### src/psbp_pkg.sv
// constants and types of the parallel slave byte port
// Function
// - slave port select turns data latch into host port
// - host reaches port anytime using strobes only
// - port works only in microcontroller configuration
// - write runs while select and write low
// - write end captures byte, sets irq and full
// - read start drives latch, sets output full
// - software write during read drives, no flag
// - read end releases pins and sets irq
// - input full flag reads at bit seven
// - output full flag reads at bit six
// - overflow on write while byte unread, sticky
// - bit four selects port, low nibble zero
package psbp_pkg;
	// register byte offsets, low address nibble
	localparam logic [3:0] OFS_CTRL = 4'h0;
	localparam logic [3:0] OFS_DATA = 4'h4;
	localparam logic [3:0] OFS_IRQ_STAT = 4'h8;
	localparam logic [3:0] OFS_IRQ_MASK = 4'hC;
	localparam int DEC_LSB = 4;
	// control register field positions
	localparam int CTRL_IN_FULL_BIT = 7;
	localparam int CTRL_OUT_FULL_BIT = 6;
	localparam int CTRL_OVF_BIT = 5;
	localparam int CTRL_SEL_BIT = 4;
	// interrupt status and mask field position
	localparam int IRQ_PORT_BIT = 0;
	// values after reset, and the strobe pin direction that enables the port
	localparam logic CTRL_SEL_RST = 1'b0;
	localparam logic FLAG_RST = 1'b0;
	localparam logic IRQ_MASK_RST = 1'b0;
	localparam logic [7:0] BYTE_RST = 8'h00;
	localparam logic [2:0] STROBE_IDLE = 3'h7;
	localparam logic [2:0] STROBE_DIR_IN = 3'h7;
	// bus answers
	localparam logic [1:0] RESP_OKAY = 2'h0;
	localparam logic [1:0] RESP_SLVERR = 2'h2;
	// host cycle tracker
	typedef enum logic [1:0] {
		HOST_IDLE = 2'b00,
		HOST_WRITE = 2'b01,
		HOST_READ = 2'b10
	} psbp_host_e;
endpackage

### src/psbp_pin_if.sv
// synchronised host pins between the pin stage and the port logic
`timescale 1ns/1ps
interface psbp_pin_if;
	logic cs_n;
	logic rd_n;
	logic wr_n;
	logic [7:0] data;
	modport src (output cs_n, output rd_n, output wr_n, output data);
	modport dst (input cs_n, input rd_n, input wr_n, input data);
endinterface

### src/psbp_top.sv
// parallel slave byte port with AXI4-Lite register access
//
// Implementation choices: the placing of the registers and the AXI4-Lite register port.
`timescale 1ns/1ps
module psbp_top #(
	parameter int ADDR_W = 8
) (
	// clock and reset
	input wire logic i_core_clk,
	input wire logic i_srst,
	// device configuration
	input wire logic i_mcu_mode,
	input wire logic [2:0] i_strobe_pin_dir,
	// host strobes and data pins
	input wire logic i_cs_n,
	input wire logic i_rd_n,
	input wire logic i_wr_n,
	input wire logic [7:0] i_data_pins,
	output logic [7:0] o_data_pins,
	output logic o_data_oe,
	// interrupt
	output logic o_irq,
	// axi4-lite write
	input wire logic [ADDR_W-1:0] i_awaddr,
	input wire logic i_awvalid,
	output logic o_awready,
	input wire logic [31:0] i_wdata,
	input wire logic [3:0] i_wstrb,
	input wire logic i_wvalid,
	output logic o_wready,
	output logic [1:0] o_bresp,
	output logic o_bvalid,
	input wire logic i_bready,
	// axi4-lite read
	input wire logic [ADDR_W-1:0] i_araddr,
	input wire logic i_arvalid,
	output logic o_arready,
	output logic [31:0] o_rdata,
	output logic [1:0] o_rresp,
	output logic o_rvalid,
	input wire logic i_rready
);
	// refuse an address bus too narrow for the register decoder
	if (ADDR_W <= psbp_pkg::DEC_LSB) begin : g_bad_addr_w
		$error("ADDR_W too small");
	end

	psbp_pin_if u_pins ();

	psbp_pin_sync u_sync (
		.i_core_clk(i_core_clk),
		.i_srst(i_srst),
		.i_cs_n(i_cs_n),
		.i_rd_n(i_rd_n),
		.i_wr_n(i_wr_n),
		.i_data(i_data_pins),
		.o_pins(u_pins.src)
	);

	// configuration pins, two stages before use
	logic [3:0] cfg_meta_r;
	logic [3:0] cfg_sync_r;
	logic mcu_mode;
	logic [2:0] strobe_dir;

	always_ff @(posedge i_core_clk) begin
		if (i_srst) begin
			cfg_meta_r <= 4'h0;
			cfg_sync_r <= 4'h0;
		end else begin
			cfg_meta_r <= {i_mcu_mode, i_strobe_pin_dir};
			cfg_sync_r <= cfg_meta_r;
		end
	end

	assign mcu_mode = cfg_sync_r[3];
	assign strobe_dir = cfg_sync_r[2:0];

	// register and port state
	logic sel_r;
	logic sel_nxt;
	logic in_full_r;
	logic in_full_nxt;
	logic out_full_r;
	logic out_full_nxt;
	logic ovf_r;
	logic ovf_nxt;
	logic irq_flag_r;
	logic irq_flag_nxt;
	logic irq_mask_r;
	logic irq_mask_nxt;
	logic irq_out_r;
	logic [7:0] in_byte_r;
	logic [7:0] in_byte_nxt;
	logic [7:0] out_byte_r;
	logic [7:0] out_byte_nxt;
	logic oe_r;
	logic oe_nxt;
	psbp_pkg::psbp_host_e host_r;
	psbp_pkg::psbp_host_e host_nxt;

	// slave port enable
	logic dir_ok;
	logic port_en;
	assign dir_ok = (strobe_dir == psbp_pkg::STROBE_DIR_IN);
	assign port_en = sel_r & mcu_mode & dir_ok;

	// host strobe decode on synchronised pins
	logic wr_low;
	logic rd_low;
	logic host_wr_end;
	logic host_rd_start;
	logic host_rd_end;
	assign wr_low = ~u_pins.cs_n & ~u_pins.wr_n;
	assign rd_low = ~u_pins.cs_n & ~u_pins.rd_n;
	assign host_wr_end = (host_r == psbp_pkg::HOST_WRITE) & ~wr_low;
	assign host_rd_start = (host_r == psbp_pkg::HOST_IDLE) & (host_nxt == psbp_pkg::HOST_READ);
	assign host_rd_end = (host_r == psbp_pkg::HOST_READ) & ~rd_low;

	// host cycle tracker, needs no host clock
	always_comb begin
		host_nxt = host_r;
		case (host_r)
			psbp_pkg::HOST_IDLE: begin
				if (port_en && wr_low) begin
					host_nxt = psbp_pkg::HOST_WRITE;
				end else if (port_en && rd_low) begin
					host_nxt = psbp_pkg::HOST_READ;
				end
			end
			psbp_pkg::HOST_WRITE: begin
				if (!wr_low) begin
					host_nxt = psbp_pkg::HOST_IDLE;
				end
			end
			psbp_pkg::HOST_READ: begin
				if (!rd_low) begin
					host_nxt = psbp_pkg::HOST_IDLE;
				end
			end
			default: begin
				host_nxt = psbp_pkg::HOST_IDLE;
			end
		endcase
	end

	// axi4-lite write channel
	logic [ADDR_W-1:0] awaddr_r;
	logic [31:0] wdata_r;
	logic [3:0] wstrb_r;
	logic aw_full_r;
	logic aw_full_nxt;
	logic w_full_r;
	logic w_full_nxt;
	logic awready_r;
	logic awready_nxt;
	logic wready_r;
	logic wready_nxt;
	logic bvalid_r;
	logic bvalid_nxt;
	logic [1:0] bresp_r;
	logic aw_take;
	logic w_take;
	logic wr_fire;
	assign aw_take = i_awvalid & awready_r;
	assign w_take = i_wvalid & wready_r;
	// both halves held: the write lands
	assign wr_fire = aw_full_r & w_full_r;
	assign aw_full_nxt = aw_take | (aw_full_r & ~wr_fire);
	assign w_full_nxt = w_take | (w_full_r & ~wr_fire);
	assign bvalid_nxt = wr_fire | (bvalid_r & ~i_bready);
	// no new write until the response is taken
	assign awready_nxt = ~aw_full_nxt & ~bvalid_nxt;
	assign wready_nxt = ~w_full_nxt & ~bvalid_nxt;

	// write address decode
	logic [3:0] wa_ofs;
	logic wa_hi_zero;
	logic wa_hit_ctrl;
	logic wa_hit_data;
	logic wa_hit_stat;
	logic wa_hit_mask;
	logic wa_ok;
	logic byte0_en;
	logic wr_ctrl;
	logic wr_data;
	logic wr_stat;
	logic wr_mask;
	assign wa_ofs = awaddr_r[psbp_pkg::DEC_LSB-1:0];
	assign wa_hi_zero = (awaddr_r[ADDR_W-1:psbp_pkg::DEC_LSB] == '0);
	assign wa_hit_ctrl = wa_hi_zero & (wa_ofs == psbp_pkg::OFS_CTRL);
	assign wa_hit_data = wa_hi_zero & (wa_ofs == psbp_pkg::OFS_DATA);
	assign wa_hit_stat = wa_hi_zero & (wa_ofs == psbp_pkg::OFS_IRQ_STAT);
	assign wa_hit_mask = wa_hi_zero & (wa_ofs == psbp_pkg::OFS_IRQ_MASK);
	assign wa_ok = wa_hit_ctrl | wa_hit_data | wa_hit_stat | wa_hit_mask;
	assign byte0_en = wr_fire & wstrb_r[0];
	assign wr_ctrl = byte0_en & wa_hit_ctrl;
	assign wr_data = byte0_en & wa_hit_data;
	assign wr_stat = byte0_en & wa_hit_stat;
	assign wr_mask = byte0_en & wa_hit_mask;

	// axi4-lite read channel
	logic arready_r;
	logic arready_nxt;
	logic rvalid_r;
	logic rvalid_nxt;
	logic [31:0] rdata_r;
	logic [1:0] rresp_r;
	logic ar_take;
	logic [3:0] ra_ofs;
	logic ra_hi_zero;
	logic ra_hit_ctrl;
	logic ra_hit_data;
	logic ra_hit_stat;
	logic ra_hit_mask;
	logic ra_ok;
	logic rd_data_hit;
	logic [7:0] ctrl_byte;
	logic [31:0] stat_word;
	logic [31:0] mask_word;
	logic [31:0] rd_word;
	assign ar_take = i_arvalid & arready_r;
	assign rvalid_nxt = ar_take | (rvalid_r & ~i_rready);
	assign arready_nxt = ~rvalid_nxt;
	assign ra_ofs = i_araddr[psbp_pkg::DEC_LSB-1:0];
	assign ra_hi_zero = (i_araddr[ADDR_W-1:psbp_pkg::DEC_LSB] == '0);
	assign ra_hit_ctrl = ra_hi_zero & (ra_ofs == psbp_pkg::OFS_CTRL);
	assign ra_hit_data = ra_hi_zero & (ra_ofs == psbp_pkg::OFS_DATA);
	assign ra_hit_stat = ra_hi_zero & (ra_ofs == psbp_pkg::OFS_IRQ_STAT);
	assign ra_hit_mask = ra_hi_zero & (ra_ofs == psbp_pkg::OFS_IRQ_MASK);
	assign ra_ok = ra_hit_ctrl | ra_hit_data | ra_hit_stat | ra_hit_mask;
	// reading the received byte empties the input buffer
	assign rd_data_hit = ar_take & ra_hit_data;

	// readable words
	always_comb begin
		ctrl_byte = 8'h00;
		ctrl_byte[psbp_pkg::CTRL_IN_FULL_BIT] = in_full_r;
		ctrl_byte[psbp_pkg::CTRL_OUT_FULL_BIT] = out_full_r;
		ctrl_byte[psbp_pkg::CTRL_OVF_BIT] = ovf_r;
		ctrl_byte[psbp_pkg::CTRL_SEL_BIT] = sel_r;
		stat_word = 32'h00000000;
		stat_word[psbp_pkg::IRQ_PORT_BIT] = irq_flag_r;
		mask_word = 32'h00000000;
		mask_word[psbp_pkg::IRQ_PORT_BIT] = irq_mask_r;
	end

	assign rd_word = ra_hit_ctrl ? {24'h000000, ctrl_byte} :
		ra_hit_data ? {24'h000000, in_byte_r} :
		ra_hit_stat ? stat_word :
		ra_hit_mask ? mask_word : 32'h00000000;

	// flag and latch updates, a hardware set wins over a software clear
	assign in_full_nxt = host_wr_end | (in_full_r & ~rd_data_hit);
	assign ovf_nxt = (host_wr_end & in_full_r) |
		(wr_ctrl ? wdata_r[psbp_pkg::CTRL_OVF_BIT] : ovf_r);
	assign sel_nxt = wr_ctrl ? wdata_r[psbp_pkg::CTRL_SEL_BIT] : sel_r;
	// a write during a host read is driven but does not set the flag
	assign out_full_nxt = host_rd_start |
		(wr_data & (host_r != psbp_pkg::HOST_READ)) |
		(out_full_r & ~host_rd_end);
	assign out_byte_nxt = wr_data ? wdata_r[7:0] : out_byte_r;
	assign in_byte_nxt = host_wr_end ? u_pins.data : in_byte_r;
	assign irq_flag_nxt = host_wr_end | host_rd_end |
		(irq_flag_r & ~(wr_stat & wdata_r[psbp_pkg::IRQ_PORT_BIT]));
	assign irq_mask_nxt = wr_mask ? wdata_r[psbp_pkg::IRQ_PORT_BIT] : irq_mask_r;
	assign oe_nxt = (host_nxt == psbp_pkg::HOST_READ) & port_en;

	// host cycle state
	always_ff @(posedge i_core_clk) begin
		if (i_srst) begin
			host_r <= psbp_pkg::HOST_IDLE;
			oe_r <= 1'b0;
		end else begin
			host_r <= host_nxt;
			oe_r <= oe_nxt;
		end
	end

	// flags and byte latches
	always_ff @(posedge i_core_clk) begin
		if (i_srst) begin
			sel_r <= psbp_pkg::CTRL_SEL_RST;
			in_full_r <= psbp_pkg::FLAG_RST;
			out_full_r <= psbp_pkg::FLAG_RST;
			ovf_r <= psbp_pkg::FLAG_RST;
			irq_flag_r <= psbp_pkg::FLAG_RST;
			irq_mask_r <= psbp_pkg::IRQ_MASK_RST;
			irq_out_r <= 1'b0;
			in_byte_r <= psbp_pkg::BYTE_RST;
			out_byte_r <= psbp_pkg::BYTE_RST;
		end else begin
			sel_r <= sel_nxt;
			in_full_r <= in_full_nxt;
			out_full_r <= out_full_nxt;
			ovf_r <= ovf_nxt;
			irq_flag_r <= irq_flag_nxt;
			irq_mask_r <= irq_mask_nxt;
			irq_out_r <= irq_flag_r & irq_mask_r;
			in_byte_r <= in_byte_nxt;
			out_byte_r <= out_byte_nxt;
		end
	end

	// write channel registers
	always_ff @(posedge i_core_clk) begin
		if (i_srst) begin
			awaddr_r <= '0;
			wdata_r <= 32'h00000000;
			wstrb_r <= 4'h0;
			aw_full_r <= 1'b0;
			w_full_r <= 1'b0;
			awready_r <= 1'b0;
			wready_r <= 1'b0;
			bvalid_r <= 1'b0;
			bresp_r <= psbp_pkg::RESP_OKAY;
		end else begin
			if (aw_take) begin
				awaddr_r <= i_awaddr;
			end
			if (w_take) begin
				wdata_r <= i_wdata;
				wstrb_r <= i_wstrb;
			end
			if (wr_fire) begin
				bresp_r <= wa_ok ? psbp_pkg::RESP_OKAY : psbp_pkg::RESP_SLVERR;
			end
			aw_full_r <= aw_full_nxt;
			w_full_r <= w_full_nxt;
			awready_r <= awready_nxt;
			wready_r <= wready_nxt;
			bvalid_r <= bvalid_nxt;
		end
	end

	// read channel registers
	always_ff @(posedge i_core_clk) begin
		if (i_srst) begin
			arready_r <= 1'b0;
			rvalid_r <= 1'b0;
			rdata_r <= 32'h00000000;
			rresp_r <= psbp_pkg::RESP_OKAY;
		end else begin
			if (ar_take) begin
				rdata_r <= ra_ok ? rd_word : 32'h00000000;
				rresp_r <= ra_ok ? psbp_pkg::RESP_OKAY : psbp_pkg::RESP_SLVERR;
			end
			arready_r <= arready_nxt;
			rvalid_r <= rvalid_nxt;
		end
	end

	// outputs straight from flip-flops
	assign o_data_pins = out_byte_r;
	assign o_data_oe = oe_r;
	assign o_irq = irq_out_r;
	assign o_awready = awready_r;
	assign o_wready = wready_r;
	assign o_bresp = bresp_r;
	assign o_bvalid = bvalid_r;
	assign o_arready = arready_r;
	assign o_rdata = rdata_r;
	assign o_rresp = rresp_r;
	assign o_rvalid = rvalid_r;

	// checks on the port behaviour
	property p_oe_only_in_read;
		@(posedge i_core_clk) disable iff (i_srst)
		oe_r |-> (host_r == psbp_pkg::HOST_READ);
	endproperty
	a_oe_only_in_read: assert property (p_oe_only_in_read)
		else $error("data pins driven outside a host read");

	property p_wr_end_flags;
		@(posedge i_core_clk) disable iff (i_srst)
		host_wr_end |=> (in_full_r && irq_flag_r);
	endproperty
	a_wr_end_flags: assert property (p_wr_end_flags)
		else $error("host write end did not set input full and irq");

	property p_ovf_on_full_write;
		@(posedge i_core_clk) disable iff (i_srst)
		(host_wr_end && in_full_r) |=> ovf_r;
	endproperty
	a_ovf_on_full_write: assert property (p_ovf_on_full_write)
		else $error("write into full buffer did not set overflow");

	property p_data_write_drives;
		@(posedge i_core_clk) disable iff (i_srst)
		wr_data |=> (o_data_pins == $past(wdata_r[7:0]));
	endproperty
	a_data_write_drives: assert property (p_data_write_drives)
		else $error("written byte not on the data pins");

	property p_rd_end_flags;
		@(posedge i_core_clk) disable iff (i_srst)
		host_rd_end |=> (!out_full_r && irq_flag_r && !oe_r);
	endproperty
	a_rd_end_flags: assert property (p_rd_end_flags)
		else $error("host read end left output full or pins driven");

	property p_idle_when_off;
		@(posedge i_core_clk) disable iff (i_srst)
		(!port_en && host_r == psbp_pkg::HOST_IDLE) |=> (host_r == psbp_pkg::HOST_IDLE);
	endproperty
	a_idle_when_off: assert property (p_idle_when_off)
		else $error("host cycle started while the port is off");

	property p_irq_follows_flag;
		@(posedge i_core_clk) disable iff (i_srst)
		o_irq == $past(irq_flag_r & irq_mask_r);
	endproperty
	a_irq_follows_flag: assert property (p_irq_follows_flag)
		else $error("interrupt output does not follow masked flag");

	property p_bvalid_held;
		@(posedge i_core_clk) disable iff (i_srst)
		(o_bvalid && !i_bready) |=> o_bvalid;
	endproperty
	a_bvalid_held: assert property (p_bvalid_held)
		else $error("write response dropped before it was taken");
endmodule

### src/psbp_pin_sync.sv
// two-stage synchronisers for the host strobe and data pins
`timescale 1ns/1ps
module psbp_pin_sync (
	// clock and reset
	input wire logic i_core_clk,
	input wire logic i_srst,
	// raw host pins
	input wire logic i_cs_n,
	input wire logic i_rd_n,
	input wire logic i_wr_n,
	input wire logic [7:0] i_data,
	// synchronised copy
	psbp_pin_if.src o_pins
);
	localparam int W = 11;
	localparam logic [W-1:0] RST_V = {psbp_pkg::STROBE_IDLE, psbp_pkg::BYTE_RST};
	logic [W-1:0] raw;
	logic [W-1:0] meta_r;
	logic [W-1:0] sync_r;
	assign raw = {i_cs_n, i_rd_n, i_wr_n, i_data};
	genvar g;
	generate
		for (g = 0; g < W; g++) begin : g_bit
			// first stage feeds only the second
			always_ff @(posedge i_core_clk) begin
				if (i_srst) begin
					meta_r[g] <= RST_V[g];
					sync_r[g] <= RST_V[g];
				end else begin
					meta_r[g] <= raw[g];
					sync_r[g] <= meta_r[g];
				end
			end
		end
	endgenerate
	assign o_pins.cs_n = sync_r[10];
	assign o_pins.rd_n = sync_r[9];
	assign o_pins.wr_n = sync_r[8];
	assign o_pins.data = sync_r[7:0];
endmodule

### config.mk
export PLATFORM = sky130hd
export DESIGN_NAME = psbp_top
export DESIGN_NICKNAME = d
export VERILOG_FILES = /design/src/psbp_pkg.sv /design/src/psbp_pin_if.sv /design/src/psbp_top.sv /design/src/psbp_pin_sync.sv
export SDC_FILE = /design/constraint.sdc
export NUM_CORES = 1
export LEC_CHECK = 0
export BUFFER_PORTS_ARGS = -buffer_cell sky130_fd_sc_hd__clkbuf_2
export CORE_ASPECT_RATIO = 1.25
export CORE_MARGIN = 1.5
export CORE_UTILIZATION = 45
export CTS_BUF_LIST = sky130_fd_sc_hd__clkbuf_8
export CTS_CLUSTER_DIAMETER = 40
export DETAILED_ROUTE_END_ITERATION = 6
export MAX_ROUTING_LAYER = met4
export PLACE_DENSITY_LB_ADDON = 0.15
export SLEW_MARGIN = 40
export SYNTH_ARGS = -nofsm -noshare
export SYNTH_HDL_FRONTEND = slang
export SYNTH_SLANG_ARGS = --single-unit
### constraint.sdc
create_clock -name i_core_clk -period 2.5 [get_ports i_core_clk]
set_input_delay 0.5 -clock i_core_clk [delete_from_list [all_inputs] [get_ports i_core_clk]]
set_output_delay 0.5 -clock i_core_clk [all_outputs]
set_load 0.01 [all_outputs]
==> results.cfg, run 1 <==
[run_status]
run_status = finished clean

[clock_tree]
postCtsSetupBuffers = 0
numCtsBuffers = 9
clkSinkCount = 90
path_clk_slew_ns = 0.09
cts-root-buf = clkbuf_8
htreeDepth = 3
cts_tree = done
ctsResizeCount = 0
postCtsHoldBufs = 0
insertion_delay_ns = 0.35
cts_buffer_depth = 2

[route]
firstDrtPassIters = 4
vias_per_cell = 4.576
wl_per_cell_um = 10.57
drt-total-wl_mm = 5.360
drc_errors = 0
ant_nets = 0
drt_iter0_drc = 99
vias = 2320

[floorplan]
start_util_pct = 46.52
die_y_um = 97.95
fp.dieArea_mm2 = 0.007734
io_pins = 125
die_w_um = 78.96
rows = 34
core_area_mm2 = 0.006977

[setup_path]
arrival_ns = 2.09
cp.required_ns = 2.71
cp_max_fo = 4
crit_type = reg -> reg
worstRegToRegCells = 4
start_kind = flop
end_kind = flop

[power]
p_seq_share_pct = 56.2
clockPowerShare_pct = 37.7
p_leak_nw = 1.544
internal-power_mw = 2.027
ir_worst_vdd_uv = 404.6
switching_power_uw = 643.2
combPwrFrac_pct = 6.1
swShare_pct = 24.08
p_per_area_mw_per_mm2 = 704.5

[synth]
netlist_area_mm2 = 0.003246
ys_seq_area_share_pct = 55.51
yosysWarningCount = 0
synth_cells = 342
avgSynthCellArea_um2 = 9.490
synth_cell_types = 36
ys_ff_latch = 90

[grt]
grt_pass1_wl_mm = 8.866
track_usage_pct = 14.80
grt_max_degree = 34
grt_pass1_vias = 2071
grt_overflow = 0
antenna_found_initial = 0

[sta]
rsz0062_at_grt = false
finalSetupViolCount = 0
post-route-period-util_pct = 75.33
fin_setup_tns_ns = 0
max_clock_freq_mhz = 531.0
relSlewSlack_pct = 60.35
tightest_slew_ns = 0.5893
report.final.slew_viol_count = 0
period_minus_slack_ns = 1.883
fin_worst_skew_ns = 0.01105
finalHoldViolCount = 0
setup_ws_ns = 0.6167

[cells_and_area]
nNetsFinal = 486
stdcell_area_mm2 = 0.003791
final_cell_mix = dfxtp_1, clkbuf_2, nand2_1
area_growth_pct = 16.81
finalNonFillerCells = 507
diodes = 0
final_util_pct = 54.34
final_common_cell = dfxtp_1
drive_above_1_share_pct = 24.94

[placement]
dpl.hpwl_mm = 3.853
post-place-ws_ns = 0.3716
dpl.cell_count = 491
io_buffers = 71
globalplace.congestion = 0.7322
dpl_cell_area_mm2 = 0.003582

[hold_path]
hp-class = in -> reg
holdPathStages = 2

[run]
drv_cap = 0
[synthesized netlist by cell type]
library cell / instances / share of area (%)
a21oi_1: 37 / 5.7
a22o_1: 3 / 0.81
a2bb2oi_1: 2 / 0.54
a311oi_1: 1 / 0.27
a31oi_1: 1 / 0.19
and2_1: 3 / 0.58
buf_1: 3 / 0.35
buf_4: 26 / 6.0
clkbuf_1: 11 / 1.3
conb_1: 1 / 0.12
dfxtp_1: 90 / 56
inv_1: 4 / 0.46
mux2_2: 1 / 0.35
mux2i_1: 14 / 4.3
nand2_1: 52 / 6.0
nand2b_1: 4 / 0.77
nand3_1: 11 / 1.7
nand4_1: 1 / 0.19
nand4b_1: 1 / 0.27
nor2_1: 14 / 1.6
nor2b_1: 27 / 5.2
nor3_1: 3 / 0.46
nor4_1: 5 / 0.96
nor4_4: 1 / 0.66
o21a_1: 2 / 0.46
o21ai_0: 3 / 0.46
o21ai_1: 4 / 0.62
o21ba_2: 1 / 0.31
o311a_1: 1 / 0.31
o31ai_1: 2 / 0.46
or2_2: 7 / 1.3
or3_1: 1 / 0.19
or3_2: 1 / 0.23
or3_4: 1 / 0.35
or4_1: 1 / 0.23
or4_4: 2 / 0.69
[worst max-delay path, stage by stage (launching register included)]
cell and delay, ns:
dfxtp_1 0.32, or4_4 0.57, nor4_1 0.53, mux2i_1 0.25, a21oi_1 0.08
[flip-flops by register name, summed over array words and instances, names as in the netlist, 2 cells and up]
register            flops
u_sync.meta_r          11
awaddr_r                8
in_byte_r               8
o_data_pins             8
o_rdata                 8
u_sync.o_pins.data      8
wdata_r                 8
cfg_meta_r              4
cfg_sync_r              4
host_r                  2
[power by group through the flow]
stage               logic [mW]  clock network [mW]  registers (mW)
finish                   0.163                1.01            1.50
global route             0.184                1.09            1.51
CTS                      0.166                1.04            1.50
detailed placement       0.165                   0            1.54
global placement         0.163                   0            1.53
floorplan                0.134                   0            1.53
[metrics by stage]
| stage | power [mW] | hold WS, ns |
|---|---|---|
| after detailed placement | 1.700 | 0.3936 |
| after CTS | 2.706 | 0.3137 |
| after global placement | 1.697 | 0.3936 |
| after global routing | 2.778 | 0.3264 |
| final | 2.671 | 0.3310 |
| after floorplan | 1.667 | 0.3895 |
[layout make-up]
class                      count  area (um^2)
fill                         678         3186
clock buffer                   9        123.9
timing repair buffer          74        377.9
tap                           90        112.6
multi-input combinational    233         1275
clock inverter                 7        85.08
sequential                    90         1802
inverter                       4        15.01
[cell families after synthesis]
family	Yosys count	share of synthesized area (%)
compound gates	57	10.14
buf+inv	44	8.096
flops	90	55.51
mux	15	4.664
other cells	1	0.1155
simple gates	135	21.47
[path summary, 6_finish.rpt]
kind | end | from | slack, ns
worst max-delay path | ovf_r$_SDFF_PP0_ | awaddr_r[1]$_SDFFE_PP0P_ | 0.62
worst min-delay path | u_sync.meta_r[8]$_SDFF_PP1_ | i_wr_n | 0.33
worst max register to register | ovf_r$_SDFF_PP0_ | awaddr_r[1]$_SDFFE_PP0P_ | 0.62
worst min register to register | u_sync.o_pins.cs_n$_SDFF_PP1_ | u_sync.meta_r[10]$_SDFF_PP1_ | 0.41
[metal layers]
layer	part of all wire, %	track usage (%)
met4	1.6	7.287
met5	0	-
met3	5.7	3.178
met2	48	24.46
met1	44	16.76
Power figures use the tool's default switching activity.
==> run 2, diff against run 1 <==
==> constraint.sdc (replaced) <==
create_clock -name i_core_clk -period 1.66 [get_ports i_core_clk]
set_input_delay 0.332 -clock i_core_clk [delete_from_list [all_inputs] [get_ports i_core_clk]]
set_output_delay 0.332 -clock i_core_clk [all_outputs]
set_load 0.01 [all_outputs]
==> run 2 against run 1 <==
Compared with the run above:
- highest routed layer unchanged
- clock-buffer cell count unchanged
- largest power group unchanged
- largest cell class unchanged
- utilization increased by 1.4 points
- die area unchanged
- the flow now finishes with violations (negative setup slack)
==> results.cfg, run 2 (synthesis gave the netlist of run 1 again) <==
[clock_tree]
cts_buffer_depth = 2
clkSinkCount = 90
insertion_delay_ns = 0.35
cts_tree = done
path_clk_slew_ns = 0.08
cts-root-buf = clkbuf_8
numCtsBuffers = 9
htreeDepth = 3
postCtsSetupBuffers = 0

[sta]
finalSetupViolCount = 11
relSlewSlack_pct = 55.89
rsz0062_at_grt = true
holdWs_ns = 0.1634
max_clock_freq_mhz = 568.0
setup_ws_ns = -0.1005
tightest_slew_ns = 0.6617
period_minus_slack_ns = 1.761
finalHoldViolCount = 0
post-route-period-util_pct = 106.1
report.final.slew_viol_count = 0
fin_worst_skew_ns = 0.01097

[setup_path]
cp_max_fo = 4
cp.required_ns = 1.94
crit_type = reg -> reg
start_kind = flop
r2r_start = awaddr_r[6]$_SDFFE_PP0P_
worstRegToRegCells = 4
end_kind = flop
arrival_ns = 2.04
r2r_slack_ns = -0.10
r2r_end = irq_mask_r$_SDFFE_PP0P_

[cells_and_area]
finalNonFillerCells = 513
final_cell_mix = dfxtp_1, clkbuf_2, nand2_1
area_growth_pct = 19.78
stdcell_area_mm2 = 0.003887
drive_above_1_share_pct = 27.42
largest_reg_flops = 11
diodes = 0
top_register = u_sync.meta_r
nNetsFinal = 492
fillers = 666
final_common_cell = dfxtp_1

[run_status]
violations = negative setup slack
run_status = finished with violations

[power]
p_per_area_mw_per_mm2 = 1063
p_total_mw = 4.134
ir_worst_vdd_uv = 552.5
p_leak_nw = 1.590

[route]
vias_per_cell = 4.573
drt-total-wl_mm = 5.458
wl_met2_mm = 2.544
drt_iter0_drc = 74
met1_length_mm = 2.519
vias = 2346
ant_nets = 0
highest_layer = met4
wl_met3_um = 315
firstDrtPassIters = 4
wl_per_cell_um = 10.64
drc_errors = 0

[floorplan]
die_w_um = 78.96
rows = 34
start_util_pct = 46.52
die_y_um = 97.95
io_pins = 125
fp.dieArea_mm2 = 0.007734
core_area_mm2 = 0.006977

[grt]
grt_overflow = 0
track_usage_pct = 15.39
grt_pass1_vias = 2101
antenna_found_initial = 0
grt_pass1_wl_mm = 9.170
grt_max_degree = 35

[placement]
dpl_cell_area_mm2 = 0.003650
globalplace.congestion = 0.7476
dpl.hpwl_mm = 3.901
post-place-ws_ns = -0.2960
dpl.cell_count = 497
io_buffers = 71

[hold_path]
holdPathStages = 2
hp-class = in -> reg
hp-start = i_cs_n
holdPathEnd = u_sync.meta_r[10]$_SDFF_PP1_

[run]
drv_cap = 0
run 2: cell types whose count changed in the layout (fill, tap and decap cells not counted), moves of 2 or more:
cell | previous run | this run
dfxtp_1 | 90 | 88
buf_4 | 3 | 8
dfxtp_2 | 0 | 2
inv_8 | 2 | 0
run 2: where the power goes:
part | internal (mW) | leakage [nW] | switching, mW
clock | 0.858 | 0.110 | 0.757
combinational | 0.111 | 0.744 | 0.148
sequential | 2.23 | 0.735 | 0.0343
total | 3.20 | 1.59 | 0.939
run 2: what timing repair did:
action	4_1_cts	5_1_grt
pin swaps	1	3
endpoints found under the setup margin	12	14
gates resized for setup	0	5
hold buffers	0	0
run 2: layer usage:
| metal | up-vias | global-route usage, % |
|---|---|---|
| li1 | 1251 | - |
| met1 | 1031 | 18.61 |
| met2 | 58 | 23.67 |
| met3 | 6 | 4.673 |
| met4 | 0 | 6.478 |
| met5 | - | - |
run 2: stage by stage:
stage | utilization, % | setup TNS, ns
after detailed placement | 52.31 | -2.681
final | 55.72 | -0.2980
after floorplan | - | -1.972
after global routing | 55.72 | -1.126
after global placement | 52.31 | -2.424
after CTS | 55.51 | -0.4579
run 2: final cells by class:
class	count	area [um^2]	share of cell area (%)
Tap cell	90	112.6	2.897
Inverter	4	15.01	0.3862
Multi-Input combinational cell	233	1297	33.38
Clock buffer	9	123.9	3.186
Clock inverter	7	98.84	2.543
Timing Repair Buffer	80	435.4	11.20
Sequential cell	90	1804	46.41
run 2: how the worst max path moves through the flow:
| stage | from | endpoint | slack [ns] | cells after the start |
|---|---|---|---|---|
| finish | awaddr_r[6]$_SDFFE_PP0P_ | irq_mask_r$_SDFFE_PP0P_ | -0.10 | 4 |
| global route | awaddr_r[6]$_SDFFE_PP0P_ | o_data_pins[3]$_SDFFE_PP0P_ | -0.13 | 5 |
| CTS | awaddr_r[6]$_SDFFE_PP0P_ | irq_mask_r$_SDFFE_PP0P_ | -0.09 | 4 |
| detailed placement | i_araddr[4] | o_rdata[6]$_SDFFE_PP0P_ | -0.30 | 5 |
| global placement | i_araddr[4] | o_rdata[7]$_SDFFE_PP0P_ | -0.28 | 5 |
| floorplan | i_araddr[4] | o_rdata[4]$_SDFFE_PP0P_ | -0.15 | 4 |
run 2: critical path: stages, from the launching register on:
cell,delay [ns]
dfxtp_2,0.32
or4_4,0.57
or3_4,0.36
or3_1,0.31
a21oi_1,0.14
==> run 3, diff against run 2 <==
==> constraint.sdc (replaced) <==
create_clock -name i_core_clk -period 2.25 [get_ports i_core_clk]
set_input_delay 0.45 -clock i_core_clk [delete_from_list [all_inputs] [get_ports i_core_clk]]
set_output_delay 0.45 -clock i_core_clk [all_outputs]
set_load 0.01 [all_outputs]
==> run 3 against run 2 <==
Compared with the run above:
- the run now ends clean
- worst setup slack improved by 0.50 ns
- wire length is 2.3% lower
- via count is 0.77% lower
- power decreased by 27%
- hold slack improved by 0.12 ns
- sequential share of layout area grew 0.69 points
- register-to-register slack gained 0.50 ns
- combinational power decreased by 29%
- clock skew grew 0.0032 ns
- clock power fell by 27%
- critical path depth did not move
- utilization fell by 0.90 points
- critical endpoint unchanged
- largest cell class unchanged
- largest power group unchanged
==> results.cfg, run 3 (synthesis gave the netlist of run 1 again) <==
[floorplan]
rows = 34
io_pins = 125
fp.dieArea_mm2 = 0.007734
start_util_pct = 46.52
die_y_um = 97.95
die_w_um = 78.96
core_area_mm2 = 0.006977

[sta]
fin_worst_skew_ns = 0.01420
finalHoldViolCount = 0
relSlewSlack_pct = 60.62
tightest_slew_ns = 0.5907
post-route-period-util_pct = 82.21
rsz0062_at_grt = false
report.final.slew_viol_count = 0
max_clock_freq_mhz = 540.7
fin_setup_tns_ns = 0
finalSetupViolCount = 0
period_minus_slack_ns = 1.850
setup_ws_ns = 0.4004

[hold_path]
hp-class = in -> reg

[cells_and_area]
final_common_cell = dfxtp_1
stdcell_area_mm2 = 0.003825
final_cell_mix = dfxtp_1, clkbuf_2, nand2_1
diodes = 0
largest_reg_flops = 11
drive_above_1_share_pct = 25.00
nNetsFinal = 489
top_register = u_sync.meta_r
area_growth_pct = 17.85

[grt]
antenna_found_initial = 0
use_met3_pct = 3.645
track_usage_pct = 15.16
grt_pass1_vias = 2064
grt_use_met2_pct = 23.93
grt_max_degree = 29
grtUsageMet1_pct = 17.64
busiest_layer = met2
grt_pass1_wl_mm = 8.990
grt_overflow = 0

[clock_tree]
numCtsBuffers = 9
path_clk_slew_ns = 0.08
cts_tree = done
htreeDepth = 3
postCtsSetupBuffers = 0
clkSinkCount = 90
cts_buffer_depth = 2
cts-root-buf = clkbuf_8
ctsResizeCount = 0
postCtsHoldBufs = 0
insertion_delay_ns = 0.35

[placement]
io_buffers = 71
post-place-ws_ns = 0.1745
globalplace.congestion = 0.7476
dpl_cell_area_mm2 = 0.003605
dpl.hpwl_mm = 3.937

[route]
drc_errors = 0
drt-total-wl_mm = 5.330
wl_per_cell_um = 10.45
firstDrtPassIters = 4
vias = 2328
vias_per_cell = 4.565
drt_iter0_drc = 87
ant_nets = 0

[setup_path]
r2r_end = irq_mask_r$_SDFFE_PP0P_
r2r_slack_ns = 0.40
start_kind = flop
crit_type = reg -> reg
end_kind = flop
endpoint = irq_mask_r$_SDFFE_PP0P_
worstRegToRegCells = 4
worstSetupStartpoint = awaddr_r[1]$_SDFFE_PP0P_
cp.required_ns = 2.52
r2r_start = awaddr_r[1]$_SDFFE_PP0P_
cp_max_fo = 4
arrival_ns = 2.12

[power]
p_total_mw = 3.024
p_leak_nw = 1.570
p_per_area_mw_per_mm2 = 790.5
ir_worst_vdd_uv = 357.5

[run]
drv_cap = 0

[run_status]
run_status = finished clean
run 3: changes by cell type in the layout (fill, tap and decap cells not counted), moves of 2 or more:
cell     before  now
buf_4         8    6
dfxtp_1      88   90
dfxtp_2       2    0
inv_1         4    6
inv_6         2    0
run 3: worst min-delay path by stage:
stage | start | endpoint | slack (ns) | cells past startpoint
floorplan | u_sync.meta_r[10]$_SDFF_PP1_ | u_sync.o_pins.cs_n$_SDFF_PP1_ | 0.39 | 1
global placement | u_sync.meta_r[8]$_SDFF_PP1_ | u_sync.o_pins.wr_n$_SDFF_PP1_ | 0.39 | 1
detailed placement | u_sync.meta_r[8]$_SDFF_PP1_ | u_sync.o_pins.wr_n$_SDFF_PP1_ | 0.40 | 1
CTS | i_rd_n | u_sync.meta_r[9]$_SDFF_PP1_ | 0.27 | 2
global route | i_rd_n | u_sync.meta_r[9]$_SDFF_PP1_ | 0.26 | 2
finish | i_wr_n | u_sync.meta_r[8]$_SDFF_PP1_ | 0.28 | 2
run 3: per-layer routing:
metal | wire, um | share of wire (%)
met5 | 0 | 0
met4 | 118 | 2.2
met3 | 234 | 4.4
met2 | 2586 | 49
met1 | 2390 | 45
run 3: through the flow:
stage / cells / hold slack, ns / utilization [%]
after global routing: 510 / 0.2642 / 54.82
after CTS: 510 / 0.2684 / 54.82
after global placement: 494 / 0.3946 / 51.67
after detailed placement: 494 / 0.3960 / 51.67
final: 510 / 0.2842 / 54.82
after floorplan: 367 / 0.3895 / -
run 3: cell type report:
type	instances	area (um^2)
Multi-Input combinational cell	233	1275
Inverter	4	15.01
Clock inverter	6	82.58
Tap cell	90	112.6
Sequential cell	90	1802
Clock buffer	10	137.6
Timing Repair Buffer	77	400.4
Fill cell	697	3152
run 3: critical path, stage by stage (launching register included):
cell and delay [ns]:
dfxtp_1 0.32, or4_4 0.57, or3_2 0.45, or3_1 0.32, a21oi_1 0.13
run 3: where the power goes:
part	switching [mW]	total, mW	internal (mW)
clock network	0.524	1.17	0.648
logic	0.104	0.183	0.0790
registers	0.0265	1.67	1.64
